$ cat src/rtl/scc_pkg.sv
package scc_pkg;
  // Register numbers carried in the primary register field
  localparam logic [3:0] REG_IDENTIFICATION   = 4'h0;
  localparam logic [3:0] REG_SYSTEM_CONTROL   = 4'h1;
  localparam logic [3:0] REG_TRANSLATION_BASE = 4'h2;
  localparam logic [3:0] REG_DOMAIN_ACCESS    = 4'h3;
  localparam logic [3:0] REG_FAULT_STATUS     = 4'h5;
  localparam logic [3:0] REG_FAULT_ADDRESS    = 4'h6;
  localparam logic [3:0] REG_CACHE_OPERATIONS = 4'h7;
  localparam logic [3:0] REG_TLB_OPERATIONS   = 4'h8;
  localparam logic [3:0] REG_PROCESS_ID       = 4'hd;
  // Control register bit positions
  localparam int CTL_MMU_EN      = 0;
  localparam int CTL_ALIGN_EN    = 1;
  localparam int CTL_CACHE_EN    = 2;
  localparam int CTL_WBUF_EN     = 3;
  localparam int CTL_BIG_ENDIAN  = 7;
  localparam int CTL_SYS_PROT    = 8;
  localparam int CTL_ROM_PROT    = 9;
  localparam int CTL_HIGH_VECTOR = 13;
  // Writable control bits and the bits that always read one
  localparam logic [31:0] CTL_WRITE_MASK = 32'h0000_238f;
  localparam logic [31:0] CTL_ONES       = 32'h0000_0070;
  // Stored field masks of the other registers
  localparam logic [31:0] TTB_MASK = 32'hffff_c000;
  localparam logic [31:0] FSR_MASK = 32'h0000_00ff;
  localparam logic [31:0] PID_MASK = 32'hfe00_0000;
  // Operation selectors for registers 7 and 8
  localparam logic [3:0] SEL_CACHE_ALL   = 4'h7;
  localparam logic [2:0] OP2_INV_ALL     = 3'h0;
  localparam logic [2:0] OP2_INV_SINGLE  = 3'h1;
  localparam logic [3:0] SEL_TLB_LO      = 4'h5;
  localparam logic [3:0] SEL_TLB_HI      = 4'h7;
  // Vector bases
  localparam logic [31:0] VEC_BASE_HIGH = 32'hffff_0000;
  localparam logic [31:0] VEC_BASE_LOW  = 32'h0000_0000;
  // Instruction kinds issued to the coprocessor
  typedef enum logic [2:0] {
    KIND_REG_READ, KIND_REG_WRITE, KIND_DATA_OP, KIND_LOAD, KIND_STORE
  } scc_kind_type;
  // Host command register addresses
  localparam logic [3:0] HOST_ADDR_CMD    = 4'h0;
  localparam logic [3:0] HOST_ADDR_WDATA  = 4'h1;
  localparam logic [3:0] HOST_ADDR_STATUS = 4'h2;
  localparam logic [3:0] HOST_ADDR_RDATA  = 4'h3;
  // Command register field positions
  localparam int CMD_PRIMARY = 0;
  localparam int CMD_SECOND  = 4;
  localparam int CMD_OP2     = 8;
  localparam int CMD_OP1     = 11;
  localparam int CMD_KIND    = 14;
  localparam int CMD_PRIV    = 17;
endpackage : scc_pkg

$ cat src/rtl/scc_if.sv
`timescale 1ns/10ps
`default_nettype none
// Coprocessor transfer link between the core and the control coprocessor
interface scc_if;
  logic                 req;
  scc_pkg::scc_kind_type kind;
  logic                 privileged;
  logic [2:0]           op1;
  logic [3:0]           primary_reg_field;
  logic [3:0]           secondary_reg_field;
  logic [2:0]           op2;
  logic [31:0]          wdata;
  logic                 done;
  logic                 undef_trap;
  logic [31:0]          rdata;
  modport core (output req, kind, privileged, op1, primary_reg_field,
                secondary_reg_field, op2, wdata, input done, undef_trap, rdata);
  modport coproc (input req, kind, privileged, op1, primary_reg_field,
                  secondary_reg_field, op2, wdata, output done, undef_trap, rdata);
endinterface : scc_if
`default_nettype wire

$ cat src/rtl/scc_decode.sv
`timescale 1ns/10ps
`default_nettype none
// Classifies one transfer: trap, valid access, and register-7/8 operations
module scc_decode
(
  // Transfer fields
  input  wire scc_pkg::scc_kind_type kind,
  input  wire logic                  privileged,
  input  wire logic [3:0]            primary,
  input  wire logic [3:0]            secondary,
  input  wire logic [2:0]            op2,
  // Classification
  output logic                       trap,
  output logic                       rd_ok,
  output logic                       wr_ok,
  output logic                       cache_inv,
  output logic                       tlb_inv_all,
  output logic                       tlb_inv_one
);
  logic is_rd;
  logic is_wr;
  logic tlb_sel;

  // Only register transfers from a privileged mode pass
  always_comb
  begin
    is_rd   = (kind == scc_pkg::KIND_REG_READ);
    is_wr   = (kind == scc_pkg::KIND_REG_WRITE);
    trap    = !(is_rd || is_wr) || !privileged;
    tlb_sel = (secondary >= scc_pkg::SEL_TLB_LO) && (secondary <= scc_pkg::SEL_TLB_HI);
    rd_ok   = 1'b0;
    wr_ok   = 1'b0;
    // Primary field picks the register; invalid ones do nothing, no trap
    case (primary)
      scc_pkg::REG_IDENTIFICATION: rd_ok = is_rd && !trap;
      scc_pkg::REG_SYSTEM_CONTROL, scc_pkg::REG_TRANSLATION_BASE,
      scc_pkg::REG_DOMAIN_ACCESS, scc_pkg::REG_FAULT_STATUS,
      scc_pkg::REG_FAULT_ADDRESS, scc_pkg::REG_PROCESS_ID:
      begin
        rd_ok = is_rd && !trap;
        wr_ok = is_wr && !trap;
      end
      scc_pkg::REG_CACHE_OPERATIONS, scc_pkg::REG_TLB_OPERATIONS:
        wr_ok = is_wr && !trap;
      default: ;
    endcase
    // Secondary field and second opcode select the action
    cache_inv   = wr_ok && (primary == scc_pkg::REG_CACHE_OPERATIONS) &&
                  (secondary == scc_pkg::SEL_CACHE_ALL) && (op2 == scc_pkg::OP2_INV_ALL);
    tlb_inv_all = wr_ok && (primary == scc_pkg::REG_TLB_OPERATIONS) && tlb_sel &&
                  (op2 == scc_pkg::OP2_INV_ALL);
    tlb_inv_one = wr_ok && (primary == scc_pkg::REG_TLB_OPERATIONS) && tlb_sel &&
                  (op2 == scc_pkg::OP2_INV_SINGLE);
  end
endmodule : scc_decode
`default_nettype wire

$ cat src/rtl/scc_coproc.sv
// Summary of operation
// - Registers reached only by privileged register transfers
// - Data, load, store or user transfers trap
// - Primary field picks register; others pick action
// - Software zeroes opcode fields except registers 7,8,13; issuer passes them on
// - Invalid register: no access and no trap
// - Per-register read and write permissions apply
// - Register 0 returns fixed identification word
// - Software never writes register 0
// - Reset clears control bits except vector bit
// - Vector bit loaded from strap during reset
// - Bits 0,2,3 enable MMU, cache, buffer
// - Bit 1 enables alignment fault checking
// - Bits 4-6 read one, writes ignored
// - Bit 7 selects big-endian byte order
// - Bits 8,9 stored and passed to MMU
// - Unpredictable control bits; software writes zero
// - Software changes control by read-modify-write
// - Software writes zero to reserved bits
// - Vector bit selects high or low base
`timescale 1ns/10ps
`default_nettype none
module scc_coproc
#(
  parameter logic [31:0] ID_WORD = 32'h1234_5001 // Arbitrary value; low nibble is revision
)
(
  // Clock and reset
  input  wire logic  clk,
  input  wire logic  sys_rst,
  // Core link
  scc_if.coproc      cp,
  // Strap
  input  wire logic  high_vector_strap,
  // Configuration outputs
  output logic       mmu_enable,
  output logic       align_check,
  output logic       unified_cache_enable,
  output logic       write_buffer_enable,
  output logic       big_endian,
  output logic       system_protect,
  output logic       rom_protect,
  output logic [31:0] vector_base,
  output logic [31:0] translation_table_base,
  output logic [31:0] domain_access_control,
  output logic [31:0] fault_status,
  output logic [31:0] fault_address,
  output logic [6:0]  relocation_process_id,
  // Maintenance pulses
  output logic       cache_invalidate,
  output logic       tlb_invalidate_all,
  output logic       tlb_invalidate_single,
  output logic [31:0] tlb_invalidate_addr
);
  // Whole state of the coprocessor in one register
  typedef struct packed {
    // Software-visible registers
    logic [31:0] ctl;
    logic [31:0] ttb;
    logic [31:0] dac;
    logic [31:0] fsr;
    logic [31:0] far;
    logic [31:0] pid;
    logic [31:0] vbase;
    // Link answer
    logic        done;
    logic        trap;
    logic [31:0] rdata;
    // Maintenance strobes
    logic        cinv;
    logic        tinv_all;
    logic        tinv_one;
    logic [31:0] tinv_addr;
  } scc_state_type;

  scc_state_type st;
  scc_state_type next_st;
  // Classification of the transfer on the link this cycle
  logic trap;
  logic rd_ok;
  logic wr_ok;
  logic cache_inv;
  logic tlb_inv_all;
  logic tlb_inv_one;

  // Decoder is kept apart so the trap and permission rules live in one place
  scc_decode u_decode
  (
    .kind        (cp.kind),
    .privileged  (cp.privileged),
    .primary     (cp.primary_reg_field),
    .secondary   (cp.secondary_reg_field),
    .op2         (cp.op2),
    .trap        (trap),
    .rd_ok       (rd_ok),
    .wr_ok       (wr_ok),
    .cache_inv   (cache_inv),
    .tlb_inv_all (tlb_inv_all),
    .tlb_inv_one (tlb_inv_one)
  );

  // Next state: reset, register writes, read mux and one-cycle answers
  always_comb
  begin
    next_st          = st;
    // Answer and pulse fields fall back to zero, so each lasts exactly one cycle
    next_st.done     = 1'b0;
    next_st.trap     = 1'b0;
    next_st.rdata    = 32'h0000_0000;
    next_st.cinv     = 1'b0;
    next_st.tinv_all = 1'b0;
    next_st.tinv_one = 1'b0;
    if (sys_rst)
    begin
      // Strap is caught by the clock while reset holds, so no port feeds an async reset
      next_st = '0;
      next_st.ctl[scc_pkg::CTL_HIGH_VECTOR] = high_vector_strap;
    end
    else if (cp.req)
    begin
      // Every request is answered on the next edge, trapped or not
      next_st.done = 1'b1;
      next_st.trap = trap;
      if (rd_ok)
      begin
        // Unused and unpredictable positions read as zero
        case (cp.primary_reg_field)
          scc_pkg::REG_IDENTIFICATION:   next_st.rdata = ID_WORD;
          scc_pkg::REG_SYSTEM_CONTROL:   next_st.rdata = st.ctl | scc_pkg::CTL_ONES;
          scc_pkg::REG_TRANSLATION_BASE: next_st.rdata = st.ttb;
          scc_pkg::REG_DOMAIN_ACCESS:    next_st.rdata = st.dac;
          scc_pkg::REG_FAULT_STATUS:     next_st.rdata = st.fsr;
          scc_pkg::REG_FAULT_ADDRESS:    next_st.rdata = st.far;
          scc_pkg::REG_PROCESS_ID:       next_st.rdata = st.pid;
          default:                       next_st.rdata = 32'h0000_0000;
        endcase
      end
      // Reserved and read-only registers never reach this case
      if (wr_ok)
      begin
        case (cp.primary_reg_field)
          // Only defined control bits store; fixed-one and unpredictable ones drop
          scc_pkg::REG_SYSTEM_CONTROL:   next_st.ctl = cp.wdata & scc_pkg::CTL_WRITE_MASK;
          // Translation base keeps only the table pointer bits
          scc_pkg::REG_TRANSLATION_BASE: next_st.ttb = cp.wdata & scc_pkg::TTB_MASK;
          // Domain access and fault address store every bit
          scc_pkg::REG_DOMAIN_ACCESS:    next_st.dac = cp.wdata;
          // Fault status keeps domain and type; bit 8 always reads zero
          scc_pkg::REG_FAULT_STATUS:     next_st.fsr = cp.wdata & scc_pkg::FSR_MASK;
          scc_pkg::REG_FAULT_ADDRESS:    next_st.far = cp.wdata;
          // Process identifier keeps the seven relocation bits
          scc_pkg::REG_PROCESS_ID:       next_st.pid = cp.wdata & scc_pkg::PID_MASK;
          default: ;
        endcase
      end
      // Maintenance strobes carry the written address for a single-entry flush
      next_st.cinv     = cache_inv;
      next_st.tinv_all = tlb_inv_all;
      next_st.tinv_one = tlb_inv_one;
      if (tlb_inv_one)
        next_st.tinv_addr = cp.wdata;
    end

    // Vector base follows the control bit on the same edge, so the output comes
    // straight from a flop and shows no decode delay after a control write
    next_st.vbase = next_st.ctl[scc_pkg::CTL_HIGH_VECTOR] ?
                    scc_pkg::VEC_BASE_HIGH : scc_pkg::VEC_BASE_LOW;
  end

  // Single state register
  always_ff @(posedge clk)
  begin
    st <= next_st;
  end

  // Link answers; the issuer only looks at them while done is high
  assign cp.done       = st.done;
  assign cp.undef_trap = st.trap;
  assign cp.rdata      = st.rdata;

  // Memory system enables, taken straight from the stored control bits
  assign mmu_enable             = st.ctl[scc_pkg::CTL_MMU_EN];
  assign unified_cache_enable   = st.ctl[scc_pkg::CTL_CACHE_EN];
  assign write_buffer_enable    = st.ctl[scc_pkg::CTL_WBUF_EN];
  assign align_check            = st.ctl[scc_pkg::CTL_ALIGN_EN];

  // Byte order and the protection modifiers handed on to the MMU
  assign big_endian             = st.ctl[scc_pkg::CTL_BIG_ENDIAN];
  assign system_protect         = st.ctl[scc_pkg::CTL_SYS_PROT];
  assign rom_protect            = st.ctl[scc_pkg::CTL_ROM_PROT];

  // Vector base, registered together with its control bit
  assign vector_base            = st.vbase;

  // Register copies for the translation hardware
  assign translation_table_base = st.ttb;
  assign domain_access_control  = st.dac;
  assign fault_status           = st.fsr;
  assign fault_address          = st.far;
  assign relocation_process_id  = st.pid[31:25];

  // Maintenance pulses stand only in the cycle after their request
  assign cache_invalidate       = st.cinv;
  assign tlb_invalidate_all     = st.tinv_all;
  assign tlb_invalidate_single  = st.tinv_one;
  assign tlb_invalidate_addr    = st.tinv_addr;
endmodule : scc_coproc
`default_nettype wire

$ cat src/flat_wrapper.sv
// flat-port wrapper written by rule: the top's interface ports become plain ports
module scc_coproc_flat 
#(
  parameter logic [31:0] ID_WORD = 32'h1234_5001                                           
)
  (clk, sys_rst, high_vector_strap, mmu_enable, align_check, unified_cache_enable, write_buffer_enable, big_endian, system_protect, rom_protect, vector_base, translation_table_base, domain_access_control, fault_status, fault_address, relocation_process_id, cache_invalidate, tlb_invalidate_all, tlb_invalidate_single, tlb_invalidate_addr, cp_req, cp_kind, cp_privileged, cp_op1, cp_primary_reg_field, cp_secondary_reg_field, cp_op2, cp_wdata, cp_done, cp_undef_trap, cp_rdata);
  scc_if cp_i ();
  input  wire logic clk;
  input  wire logic sys_rst;
  input  wire logic high_vector_strap;
  output logic mmu_enable;
  output logic align_check;
  output logic unified_cache_enable;
  output logic write_buffer_enable;
  output logic big_endian;
  output logic system_protect;
  output logic rom_protect;
  output logic [31:0] vector_base;
  output logic [31:0] translation_table_base;
  output logic [31:0] domain_access_control;
  output logic [31:0] fault_status;
  output logic [31:0] fault_address;
  output logic [6:0] relocation_process_id;
  output logic cache_invalidate;
  output logic tlb_invalidate_all;
  output logic tlb_invalidate_single;
  output logic [31:0] tlb_invalidate_addr;
  input wire logic [$bits(cp_i.req)-1:0] cp_req;
  input wire logic [$bits(cp_i.kind)-1:0] cp_kind;
  input wire logic [$bits(cp_i.privileged)-1:0] cp_privileged;
  input wire logic [$bits(cp_i.op1)-1:0] cp_op1;
  input wire logic [$bits(cp_i.primary_reg_field)-1:0] cp_primary_reg_field;
  input wire logic [$bits(cp_i.secondary_reg_field)-1:0] cp_secondary_reg_field;
  input wire logic [$bits(cp_i.op2)-1:0] cp_op2;
  input wire logic [$bits(cp_i.wdata)-1:0] cp_wdata;
  output wire logic [$bits(cp_i.done)-1:0] cp_done;
  output wire logic [$bits(cp_i.undef_trap)-1:0] cp_undef_trap;
  output wire logic [$bits(cp_i.rdata)-1:0] cp_rdata;
  assign cp_i.req = cp_req;
  assign cp_i.kind = cp_kind;
  assign cp_i.privileged = cp_privileged;
  assign cp_i.op1 = cp_op1;
  assign cp_i.primary_reg_field = cp_primary_reg_field;
  assign cp_i.secondary_reg_field = cp_secondary_reg_field;
  assign cp_i.op2 = cp_op2;
  assign cp_i.wdata = cp_wdata;
  assign cp_done = cp_i.done;
  assign cp_undef_trap = cp_i.undef_trap;
  assign cp_rdata = cp_i.rdata;
  scc_coproc #(.ID_WORD(ID_WORD)) u_core (.clk(clk), .sys_rst(sys_rst), .cp(cp_i), .high_vector_strap(high_vector_strap), .mmu_enable(mmu_enable), .align_check(align_check), .unified_cache_enable(unified_cache_enable), .write_buffer_enable(write_buffer_enable), .big_endian(big_endian), .system_protect(system_protect), .rom_protect(rom_protect), .vector_base(vector_base), .translation_table_base(translation_table_base), .domain_access_control(domain_access_control), .fault_status(fault_status), .fault_address(fault_address), .relocation_process_id(relocation_process_id), .cache_invalidate(cache_invalidate), .tlb_invalidate_all(tlb_invalidate_all), .tlb_invalidate_single(tlb_invalidate_single), .tlb_invalidate_addr(tlb_invalidate_addr));
endmodule
$ cat config.mk
export PLATFORM = sky130hd
export DESIGN_NAME = scc_coproc_flat
export DESIGN_NICKNAME = d
export VERILOG_FILES = /design/src/rtl/scc_pkg.sv /design/src/rtl/scc_if.sv /design/src/rtl/scc_decode.sv /design/src/rtl/scc_coproc.sv /design/src/flat_wrapper.sv
export SDC_FILE = /design/constraint.sdc
export NUM_CORES = 1
export LEC_CHECK = 0
export ABC_AREA = 1
export BUFFER_PORTS_ARGS = -buffer_cell sky130_fd_sc_hd__buf_2
export CORE_MARGIN = 2
export CORE_UTILIZATION = 38
export DETAILED_ROUTE_END_ITERATION = 12
export SYNTH_ARGS = -nofsm -noshare
export SYNTH_HDL_FRONTEND = slang
export SYNTH_HIERARCHICAL = 1
export SYNTH_SLANG_ARGS = --single-unit
export TNS_END_PERCENT = 100
$ cat constraint.sdc
create_clock -name clk -period 3.17 [get_ports clk]
set_input_delay 0.1585 -clock clk [delete_from_list [all_inputs] [get_ports clk]]
set_output_delay 0.1585 -clock clk [all_outputs]
set_load 0.1 [all_outputs]
==> results of run 1 <==
-- routing by layer --
layer | global-route usage (%) | vias up
met5 | 0 | -
met4 | 5.98 | 0
met3 | 6.28 | 12
met2 | 36.0 | 327
met1 | 32.0 | 3374
li1 | - | 3664
-- flip-flops by register name, summed over array words and instances (netlist names), 7 cells and up --
| name | flops |
|---|---|
| u_core/cp.rdata | 32 |
| u_core/domain_access_control | 32 |
| u_core/fault_address | 32 |
| u_core/tlb_invalidate_addr | 32 |
| u_core/translation_table_base | 18 |
| u_core/fault_status | 8 |
| u_core/relocation_process_id | 7 |
-- worst max-delay path, stage by stage --
cell and delay (ns):
buf_2 0.22, inv_1 0.08, nand2_1 0.10, nor2_1 0.06
nor2_2 0.09, nand2_1 0.08, inv_1 0.06, nand2_1 0.11
inv_2 0.26, buf_4 0.34, nand2_1 0.11, buf_4 0.25
nand2_1 0.08, a21oi_1 0.06
-- where the power goes --
group          switching, mW  internal (mW)
registers            0.00434           2.19
logic                  0.584         0.0691
clock network          0.905           1.19
-- path summary, 6_finish.rpt --
check	cells after the start	end	start
setup / recovery	14	u_core/domain_access_control[29]$_SDFFE_PP0P_	cp_primary_reg_field[1]
hold / removal	3	u_core/fault_address[24]$_SDFFE_PP0P_	cp_wdata[24]
setup reg to reg	4	u_core/cp.rdata[13]$_SDFF_PP0_	u_core/vector_base[30]$_DFFE_PP_
hold reg to reg	2	u_core/tlb_invalidate_addr[10]$_SDFFE_PP0P_	u_core/tlb_invalidate_addr[10]$_SDFFE_PP0P_
-- timing repair --
action,CTS,global route
gates resized for setup,0,0
endpoints found under the hold margin,9,0
hold buffers,8,0
-- logic make-up (layout without fill, tap and decap cells) --
family	Yosys count	count (layout)	share of synthesized area [%]
buffers and inverters	184	347	13.5
AND/OR/NAND/NOR	555	555	30.7
other	1	54	0.0498
flip-flops	174	174	46.4
AO/OA/AOI/OAI	140	140	9.31
-- layout make-up --
cell class	count	share of cell area, %
tap	265	3.57
multi-input combinational	749	35.0
inverter	49	1.98
sequential	174	37.7
timing repair buffer	267	15.5
clock inverter	12	1.48
clock buffer	19	4.77
-- through the flow --
stage | util, % | power (mW) | setup WS, ns
2_1_floorplan | - | 2.84 | 1.41
3_3_place_gp | 44.3 | 2.89 | 0.976
3_5_place_dp | 44.3 | 2.89 | 0.957
4_1_cts | 47.7 | 4.98 | 1.41
5_1_grt | 47.7 | 5.10 | 1.21
6_report | 47.7 | 4.94 | 1.39
-- placed cells by master, fill, tap and decap left out, drive strengths merged --
cell         instances
dlygate4sd3          8
nand3              104
o21ai               42
conb                54
nand4               24
inv                 52
nor3b                1
dfxtp              173
clkinv               4
nor3                 4
nor2               173
a21oi               98
edfxtp               1
clkinvlp             3
clkbuf              19
bufinv               2
buf                259
nand2              249
==> key figures, run 1 <==
Outcome
  • Status: finished, final reports clean

Worst setup path
  • Max Fanout on Critical Path: 24
  • R2R Setup Slk: roughly 2.2 ns
  • Crit path kind: input pin to flop
  • Critical path launch point type: input pin
  • Worst EP arrival: approximately 2.1 ns
  • Crit end category: flop
  • WP data required: between 3 and 4 ns

Clocking
  • Clock root buffer master: clkbuf_16
  • CTS Buf Count: 17
  • CTS tree: yes
  • Max clock buf depth: 2
  • TritonCTS Sinks: roughly 170
  • Clock slew at reported path FFs: 0.07 ns
  • Setup Buffers After CTS: 0
  • Clk Latency, worst-skew pair: ~0.42 ns
  • H-tree depth: 4

STA
  • Period utilization: 56.2%
  • Achievable Freq: around 0.56 GHz
  • Fin crit period: between 1.5 and 2 ns
  • Final setup viols: 0
  • Final clock skew: roughly 0.0099 ns
  • RSZ-0062 raised after global routing: no
  • Pins over their slew limit: 0
  • Hold_ws: 0.0233 ns
  • Max-slew headroom: roughly half
  • Setup TNS: 0 ns
  • Count of final hold-check violations: 0
  • Actual slew at the worst max-slew pin: 0.740 ns

Finish
  • Filler Cells Inserted: around 2000
  • Layout cell share with drive strength beyond 1: between 20% and 30%
  • Multi-input gate area: approximately 0.0032 mm2
  • Nets: about 1300
  • Layout Cells excl Fill: ~1500
  • # diodes: 0
  • Area delta synth->final: 23.3%
  • Design Area, Final: 0.00928 mm2
  • Sequential standard cell area: 0.00349 mm2

Synthesis
  • Yosys top cell by area: dfxtp_1
  • Synth cell count leaders: nand2_1, dfxtp_1, nor2_1
  • Largest cells by area after synthesis: dfxtp_1, nand2_1, nor2_1
  • Mapped Area: about 0.0075 mm2
  • Unique cell type count in the Yosys netlist: 21
  • Sequential cell area fraction in the yosys report: between 40 and 50%
  • Post-synth top area share: 46.0%
  • Synthesized netlist cell count: 1054
  • Post-synthesis average cell area: just over 7 um2
  • Most frequent cell after synthesis: nand2_1
  • Seq cells post-synth: between 150 and 200
  • Synth async-reset ratio: 0%
  • Top_reg_cell synth: dfxtp_1
  • Synth Warn #: 6
  • Post-synth EDFFs: 1

Place
  • GPL Wtd Cong: 0.836
  • Post-Place Cells: approximately 1500
  • PortBufs: 239
  • Detailed Place HPWL: 16500 um
  • Placed inst area: 0.00862 mm2

Route
  • M1 wire length: ~11000 um
  • Post-detailed-routing wire length: 24600 um
  • Per-cell routed wire length: roughly 16 um
  • Initial drt markers: 480
  • Vias per inst: just under 5
  • Uppermost routed layer: met4
  • Drt pass-1 iters: 5
  • DRC: 0
  • Vias: approximately 7400
  • Post-route ant nets: 0
  • DR WL met2: roughly 11000 um
  • Met3 WL: between 2000 and 2500 um

Floorplanning
  • Initial Utilization: between 30% and 40%
  • Die ar.: 0.0209 mm2
  • Core Area: slightly below 0.02 mm2
  • Ports: slightly below 300
  • Die Y: 145 um
  • Cell Rows: 51
  • Chip Width: approximately 140 um

Power
  • VDD IR-drop max: around 0.00035 V
  • Pleak: between 4 and 5 nW
  • P per Cell Area: about 530 mW/mm2

Global routing
  • Largest net degree at the start of global routing: between 50 and 60
  • GR Util All Layers: between 20% and 30%
  • First-pass GRT wire length: 36900 um
  • Initial antenna violation count: 0
  • Vias in the first global route: between 6000 and 7000
  • Total congestion overflow: 0

Flow run
  • Max-Cap Viols: 0

Hold path
  • Hold Path Class: input pin to flop
Power figures use the tool's default switching activity.
==> run 2: changes to the inputs <==
clock period = 1.75 ns   (was 3.17 ns; I/O delays follow)
==> run 2 against run 1 <==
Effect of this change: clock power is 78% higher; utilization is 2.7 points higher; worst setup slack lost 1.2 ns; register-to-register slack lost 1.4 ns; via count rose by 2.4%.
==> key figures, run 2 (same netlist as run 1, synthesis figures left out) <==
Outcome
  • Status: finished, final reports clean

Place
  • PortBufs: around 240
  • GPL Wtd Cong: approximately 0.85
  • Post-Place Cells: about 1500
  • Placed inst area: approximately 0.009 mm2
  • Detailed Place HPWL: 16800 um
  • Worst slack at placement: approximately 0.07 ns

Worst setup path
  • Critical path launch point type: flop
  • Max Fanout on Critical Path: 17
  • Crit path max-delay cell type: edfxtp_1
  • Critical Path Max Stage Delay: 0.58 ns
  • Crit-path leading delay family: flip-flops
  • Critical path cell sequence: buf_2
  • WP data required: approximately 1.7 ns
  • Crit path kind: flop to output pin
  • Worst EP arrival: 1.51 ns
  • WP buf/inv: 1
  • Crit end category: output pin

Global routing
  • Vias in the first global route: roughly 6800
  • Initial antenna violation count: 0
  • GR Util All Layers: between 20% and 30%
  • Total congestion overflow: 0
  • Largest net degree at the start of global routing: 96
  • First-pass GRT wire length: 37700 um

Finish
  • Design Area, Final: between 0.009 and 0.01 mm2
  • Layout cell share with drive strength beyond 1: roughly a quarter
  • Nets: approximately 1400
  • Most frequent cells in the layout: nand2_1, buf_2, dfxtp_1, nor2_1, nand3_1
  • # diodes: 0
  • Most common cell after layout, fill and taps aside: nand2_1
  • Layout Cells excl Fill: 1583
  • Area delta synth->final: 30.3%

STA
  • Period utilization: around 90%
  • Achievable Freq: around 0.63 GHz
  • Final setup viols: 0
  • RSZ-0062 raised after global routing: yes
  • Actual slew at the worst max-slew pin: around 0.55 ns
  • Setup TNS: 0 ns
  • Final worst setup slack: about 0.15 ns
  • Final clock skew: 0.00792 ns
  • Pins over their slew limit: 0
  • Max-slew headroom: a little under two thirds
  • Fin crit period: ~1.6 ns
  • Count of final hold-check violations: 0

Floorplanning
  • Core Area: 0.0195 mm2
  • Chip Width: 145 um
  • Cell Rows: 51
  • Initial Utilization: approximately 39%
  • Die ar.: 0.0209 mm2
  • Die Y: between 100 and 150 um
  • Ports: approximately 300

Clocking
  • CTS tree: yes
  • TritonCTS Sinks: around 170
  • Max clock buf depth: 2
  • H-tree depth: 4
  • Clock slew at reported path FFs: roughly 0.06 ns
  • Clock root buffer master: clkbuf_16
  • CTS Buf Count: 17
  • Clk Latency, worst-skew pair: around 0.43 ns

Route
  • Post-detailed-routing wire length: 24800 um
  • DRC: 0
  • Per-cell routed wire length: 15.7 um
  • Initial drt markers: between 500 and 600
  • Post-route ant nets: 0
  • Vias per inst: around 4.8
  • Drt pass-1 iters: 5
  • Vias: roughly 7600

Flow run
  • Max-Cap Viols: 0

Power
  • Pleak: 4.51 nW
  • P per Cell Area: between 900 and 1000 mW/mm2
  • VDD IR-drop max: between 0.0006 and 0.0007 V

Hold path
  • Hold Path Class: input pin to flop
[run 2: layer usage]
layer  track usage (%)  vias up  share of wire (%)
li1                  -     3751                  -
met1              31.3     3471                 45
met2              37.8      311                 46
met3              6.52       22                8.0
met4              5.57        0                1.2
met5                 0        -                  0
[run 2: through the flow]
stage	hold slack, ns	utilization [%]	power, mW
floorplan	0.222	-	5.14
global placement	0.334	45.5	5.25
detailed placement	0.325	45.5	5.25
CTS	0.000208	50.4	9.04
global route	0.0486	50.4	9.29
finish	0.0179	50.4	8.96
[run 2: power breakdown]
group          total, mW  internal (mW)  switching [mW]
clock network       3.73           2.10            1.63
logic               1.26          0.189            1.07
registers           3.98           3.97         0.00804
[run 2: path summary, 6_finish.rpt]
path | startpoint | to | slack, ns | depth (start not counted)
max reg2reg | u_core/vector_base[30]$_DFFE_PP_ | u_core/cp.rdata[13]$_SDFF_PP0_ | 0.80 | 4
min | cp_op2[2] | u_core/tlb_invalidate_all$_SDFF_PP0_ | 0.02 | 6
max | u_core/vector_base[30]$_DFFE_PP_ | vector_base[28] | 0.15 | 1
min reg2reg | u_core/domain_access_control[20]$_SDFFE_PP0P_ | u_core/domain_access_control[20]$_SDFFE_PP0P_ | 0.47 | 2
[run 2: repair_timing]
| action | in CTS | in global routing |
|---|---|---|
| setup endpoints to repair | 0 | 16 |
| buffers inserted | 0 | 0 |
| hold buffers | 37 | 0 |
| hold endpoints to repair | 118 | 0 |
| resized for setup | 0 | 1 |
[run 2: layout make-up]
class / instances / area (um2)
Sequential cell: 174 / 3490
Tap cell: 265 / 332
Clock buffer: 21 / 472
Inverter: 49 / 184
Fill cell: 1968 / 9660
Clock inverter: 11 / 106
Timing Repair Buffer: 314 / 1970
Multi-Input combinational cell: 749 / 3250
[run 2: worst min-delay path: stages]
cell and delay [ns]:
buf_2 0.09, nor3_1 0.06, inv_1 0.05, nor2_1 0.04, inv_1 0.04, nor2_1 0.03
==> run 3: changes to the inputs <==
==> constraint.sdc (replaced) <==
create_clock -name clk -period 1.75 [get_ports clk]
set_input_delay 0.4375 -clock clk [delete_from_list [all_inputs] [get_ports clk]]
set_output_delay 0.4375 -clock clk [all_outputs]
set_load 0.1 [all_outputs]
==> run 3 against run 2 <==
Effect of this change: count of clock-buffer cells in the layout rose by 1; clock power rose by 5.4%; via count fell by 0.45%; critical path type unchanged; worst hold slack improved by 0.24 ns; register-to-register slack improved by 0.12 ns; highest routed layer unchanged.
==> key figures, run 3 (same netlist as run 1, synthesis figures left out) <==
Global routing
  • Total congestion overflow: 0
  • Vias in the first global route: 6822
  • Initial antenna violation count: 0
  • Largest net degree at the start of global routing: a little under 80
  • GR Util All Layers: a little under a quarter
  • First-pass GRT wire length: roughly 38000 um

Finish
  • Area delta synth->final: 32.8%
  • Layout cell share with drive strength beyond 1: 26.6%
  • Most common cell after layout, fill and taps aside: nand2_1
  • # diodes: 0
  • Most frequent cells in the layout: nand2_1, buf_2, dfxtp_1, nor2_1, nand3_1
  • Fin util: ~51%
  • Nets: approximately 1300
  • Design Area, Final: 0.00999 mm2

Worst setup path
  • Worst r2r src: u_core/translation_table_base[28]$_SDFFE_PP0P_
  • Crit path kind: flop to output pin
  • Critical Path Max Stage Delay: 0.45 ns
  • Worst EP arrival: about 1.3 ns
  • Critical path launch point type: flop
  • R2r worst-path depth: 6
  • Crit-path leading delay family: buffers and inverters
  • WP buf/inv: 1
  • R2R Setup Slk: a little over 0.9 ns
  • Max Fanout on Critical Path: 3
  • Crit path max-delay cell type: buf_2
  • Crit end category: output pin
  • WP data required: about 1.3 ns
  • Critical path cell sequence: buf_2
  • R2R Path End: u_core/cp.rdata[28]$_SDFF_PP0_

Route
  • Post-detailed-routing wire length: 24600 um
  • Vias: between 7000 and 8000
  • Per-cell routed wire length: 15.7 um
  • DRC: 0
  • Drt pass-1 iters: 6
  • Post-route ant nets: 0
  • Vias per inst: around 4.8
  • Initial drt markers: 501

STA
  • Setup TNS: 0 ns
  • Max-slew headroom: about 64%
  • Fin crit period: around 1.7 ns
  • Count of final hold-check violations: 0
  • Pins over their slew limit: 0
  • Achievable Freq: approximately 0.6 GHz
  • Final clock skew: roughly 0.0067 ns
  • Actual slew at the worst max-slew pin: between 0.5 and 0.6 ns
  • Final setup viols: 0
  • RSZ-0062 raised after global routing: no
  • Period utilization: a little over nine tenths

Hold path
  • Hold Path Class: input pin to flop
  • WHS Path Cells: 2
  • HP Start: sys_rst
  • Hold Crit Endpoint: u_core/tlb_invalidate_single$_SDFF_PP0_

Flow run
  • Max-Cap Viols: 0

Clocking
  • CTS tree: yes
  • CTS Buf Count: 17
  • TritonCTS Sinks: between 150 and 200
  • Max clock buf depth: 2
  • H-tree depth: 4
  • Hold buffers post-CTS: 0
  • Clock slew at reported path FFs: roughly 0.070 ns
  • Clk Latency, worst-skew pair: ~0.42 ns
  • Clock root buffer master: clkbuf_16

Power
  • P per Cell Area: roughly 920 mW/mm2
  • Pleak: approximately 4.6 nW
  • VDD IR-drop max: about 0.00071 V
  • Total power: a little over 9 mW

Floorplanning
  • Die Y: 145 um
  • Die ar.: approximately 0.021 mm2
  • Ports: between 200 and 300
  • Core Area: between 0.015 and 0.02 mm2
  • Chip Width: between 100 and 150 um
  • Initial Utilization: between 30% and 40%
  • Cell Rows: 51

Outcome
  • Status: finished, final reports clean

Place
  • Detailed Place HPWL: between 15000 and 20000 um
  • Placed inst area: approximately 0.0094 mm2
  • GPL Wtd Cong: around 0.86
  • PortBufs: around 240
## run 3: cell count changes in the layout (fill, tap and decap cells not counted), sizes merged, moves of 2 or more
cell,before,now
clkbuf,22,24
buf,276,298
clkinv,5,3
dlygate4sd3,37,0
## run 3: repair_timing
item	CTS	global route
setup buffers	0	0
gates resized for setup	0	3
setup endpoints to repair	0	15
## run 3: layer usage
metal / GRT usage [%] / wire, um
met4: 6.13 / 320
met1: 31.2 / 10800
met5: 0 / 0
met3: 7.40 / 2170
met2: 37.1 / 11300
## run 3: per-stage QoR
step / hold WS [ns] / std cells / setup slack (ns)
6_report: 0.260 / 1569 / 0.0480
5_1_grt: 0.261 / 1569 / 0.00149
4_1_cts: 0.242 / 1569 / 0.00188
3_5_place_dp: 0.464 / 1537 / -0.309
3_3_place_gp: 0.458 / 1537 / -0.278
2_1_floorplan: 0.572 / 1107 / -0.287
## run 3: layout make-up
class / instances / area [um2]
repair buffers: 300 / 2130
flip-flops and latches: 174 / 3490
multi-input cells: 749 / 3250
fillers: 1953 / 9470
clock inverters: 10 / 125
well taps: 265 / 332
clock buffers: 22 / 484
inverters: 49 / 186
## run 3: power by group
group          leakage [nW]  internal (mW)  switching (mW)  total (mW)
combinational          2.90          0.255            1.08        1.34
sequential             1.40           3.97         0.00379        3.97
clock                 0.298           2.28            1.65        3.93
total                  4.60           6.50            2.74        9.24
## run 3: how the worst max path moves through the flow
stage	startpoint	end	slack (ns)	cells past startpoint
6_report	u_core/fault_status[4]$_SDFFE_PP0P_	fault_status[4]	0.05	1
5_1_grt	u_core/domain_access_control[31]$_SDFFE_PP0P_	domain_access_control[31]	0.001	1
4_1_cts	u_core/domain_access_control[11]$_SDFFE_PP0P_	domain_access_control[11]	0.002	1
3_5_place_dp	cp_kind[2]	u_core/mmu_enable$_SDFFE_PP0P_	-0.31	12
3_3_place_gp	cp_kind[2]	u_core/domain_access_control[6]$_SDFFE_PP0P_	-0.28	12
2_1_floorplan	u_core/vector_base[30]$_DFFE_PP_	vector_base[17]	-0.29	1
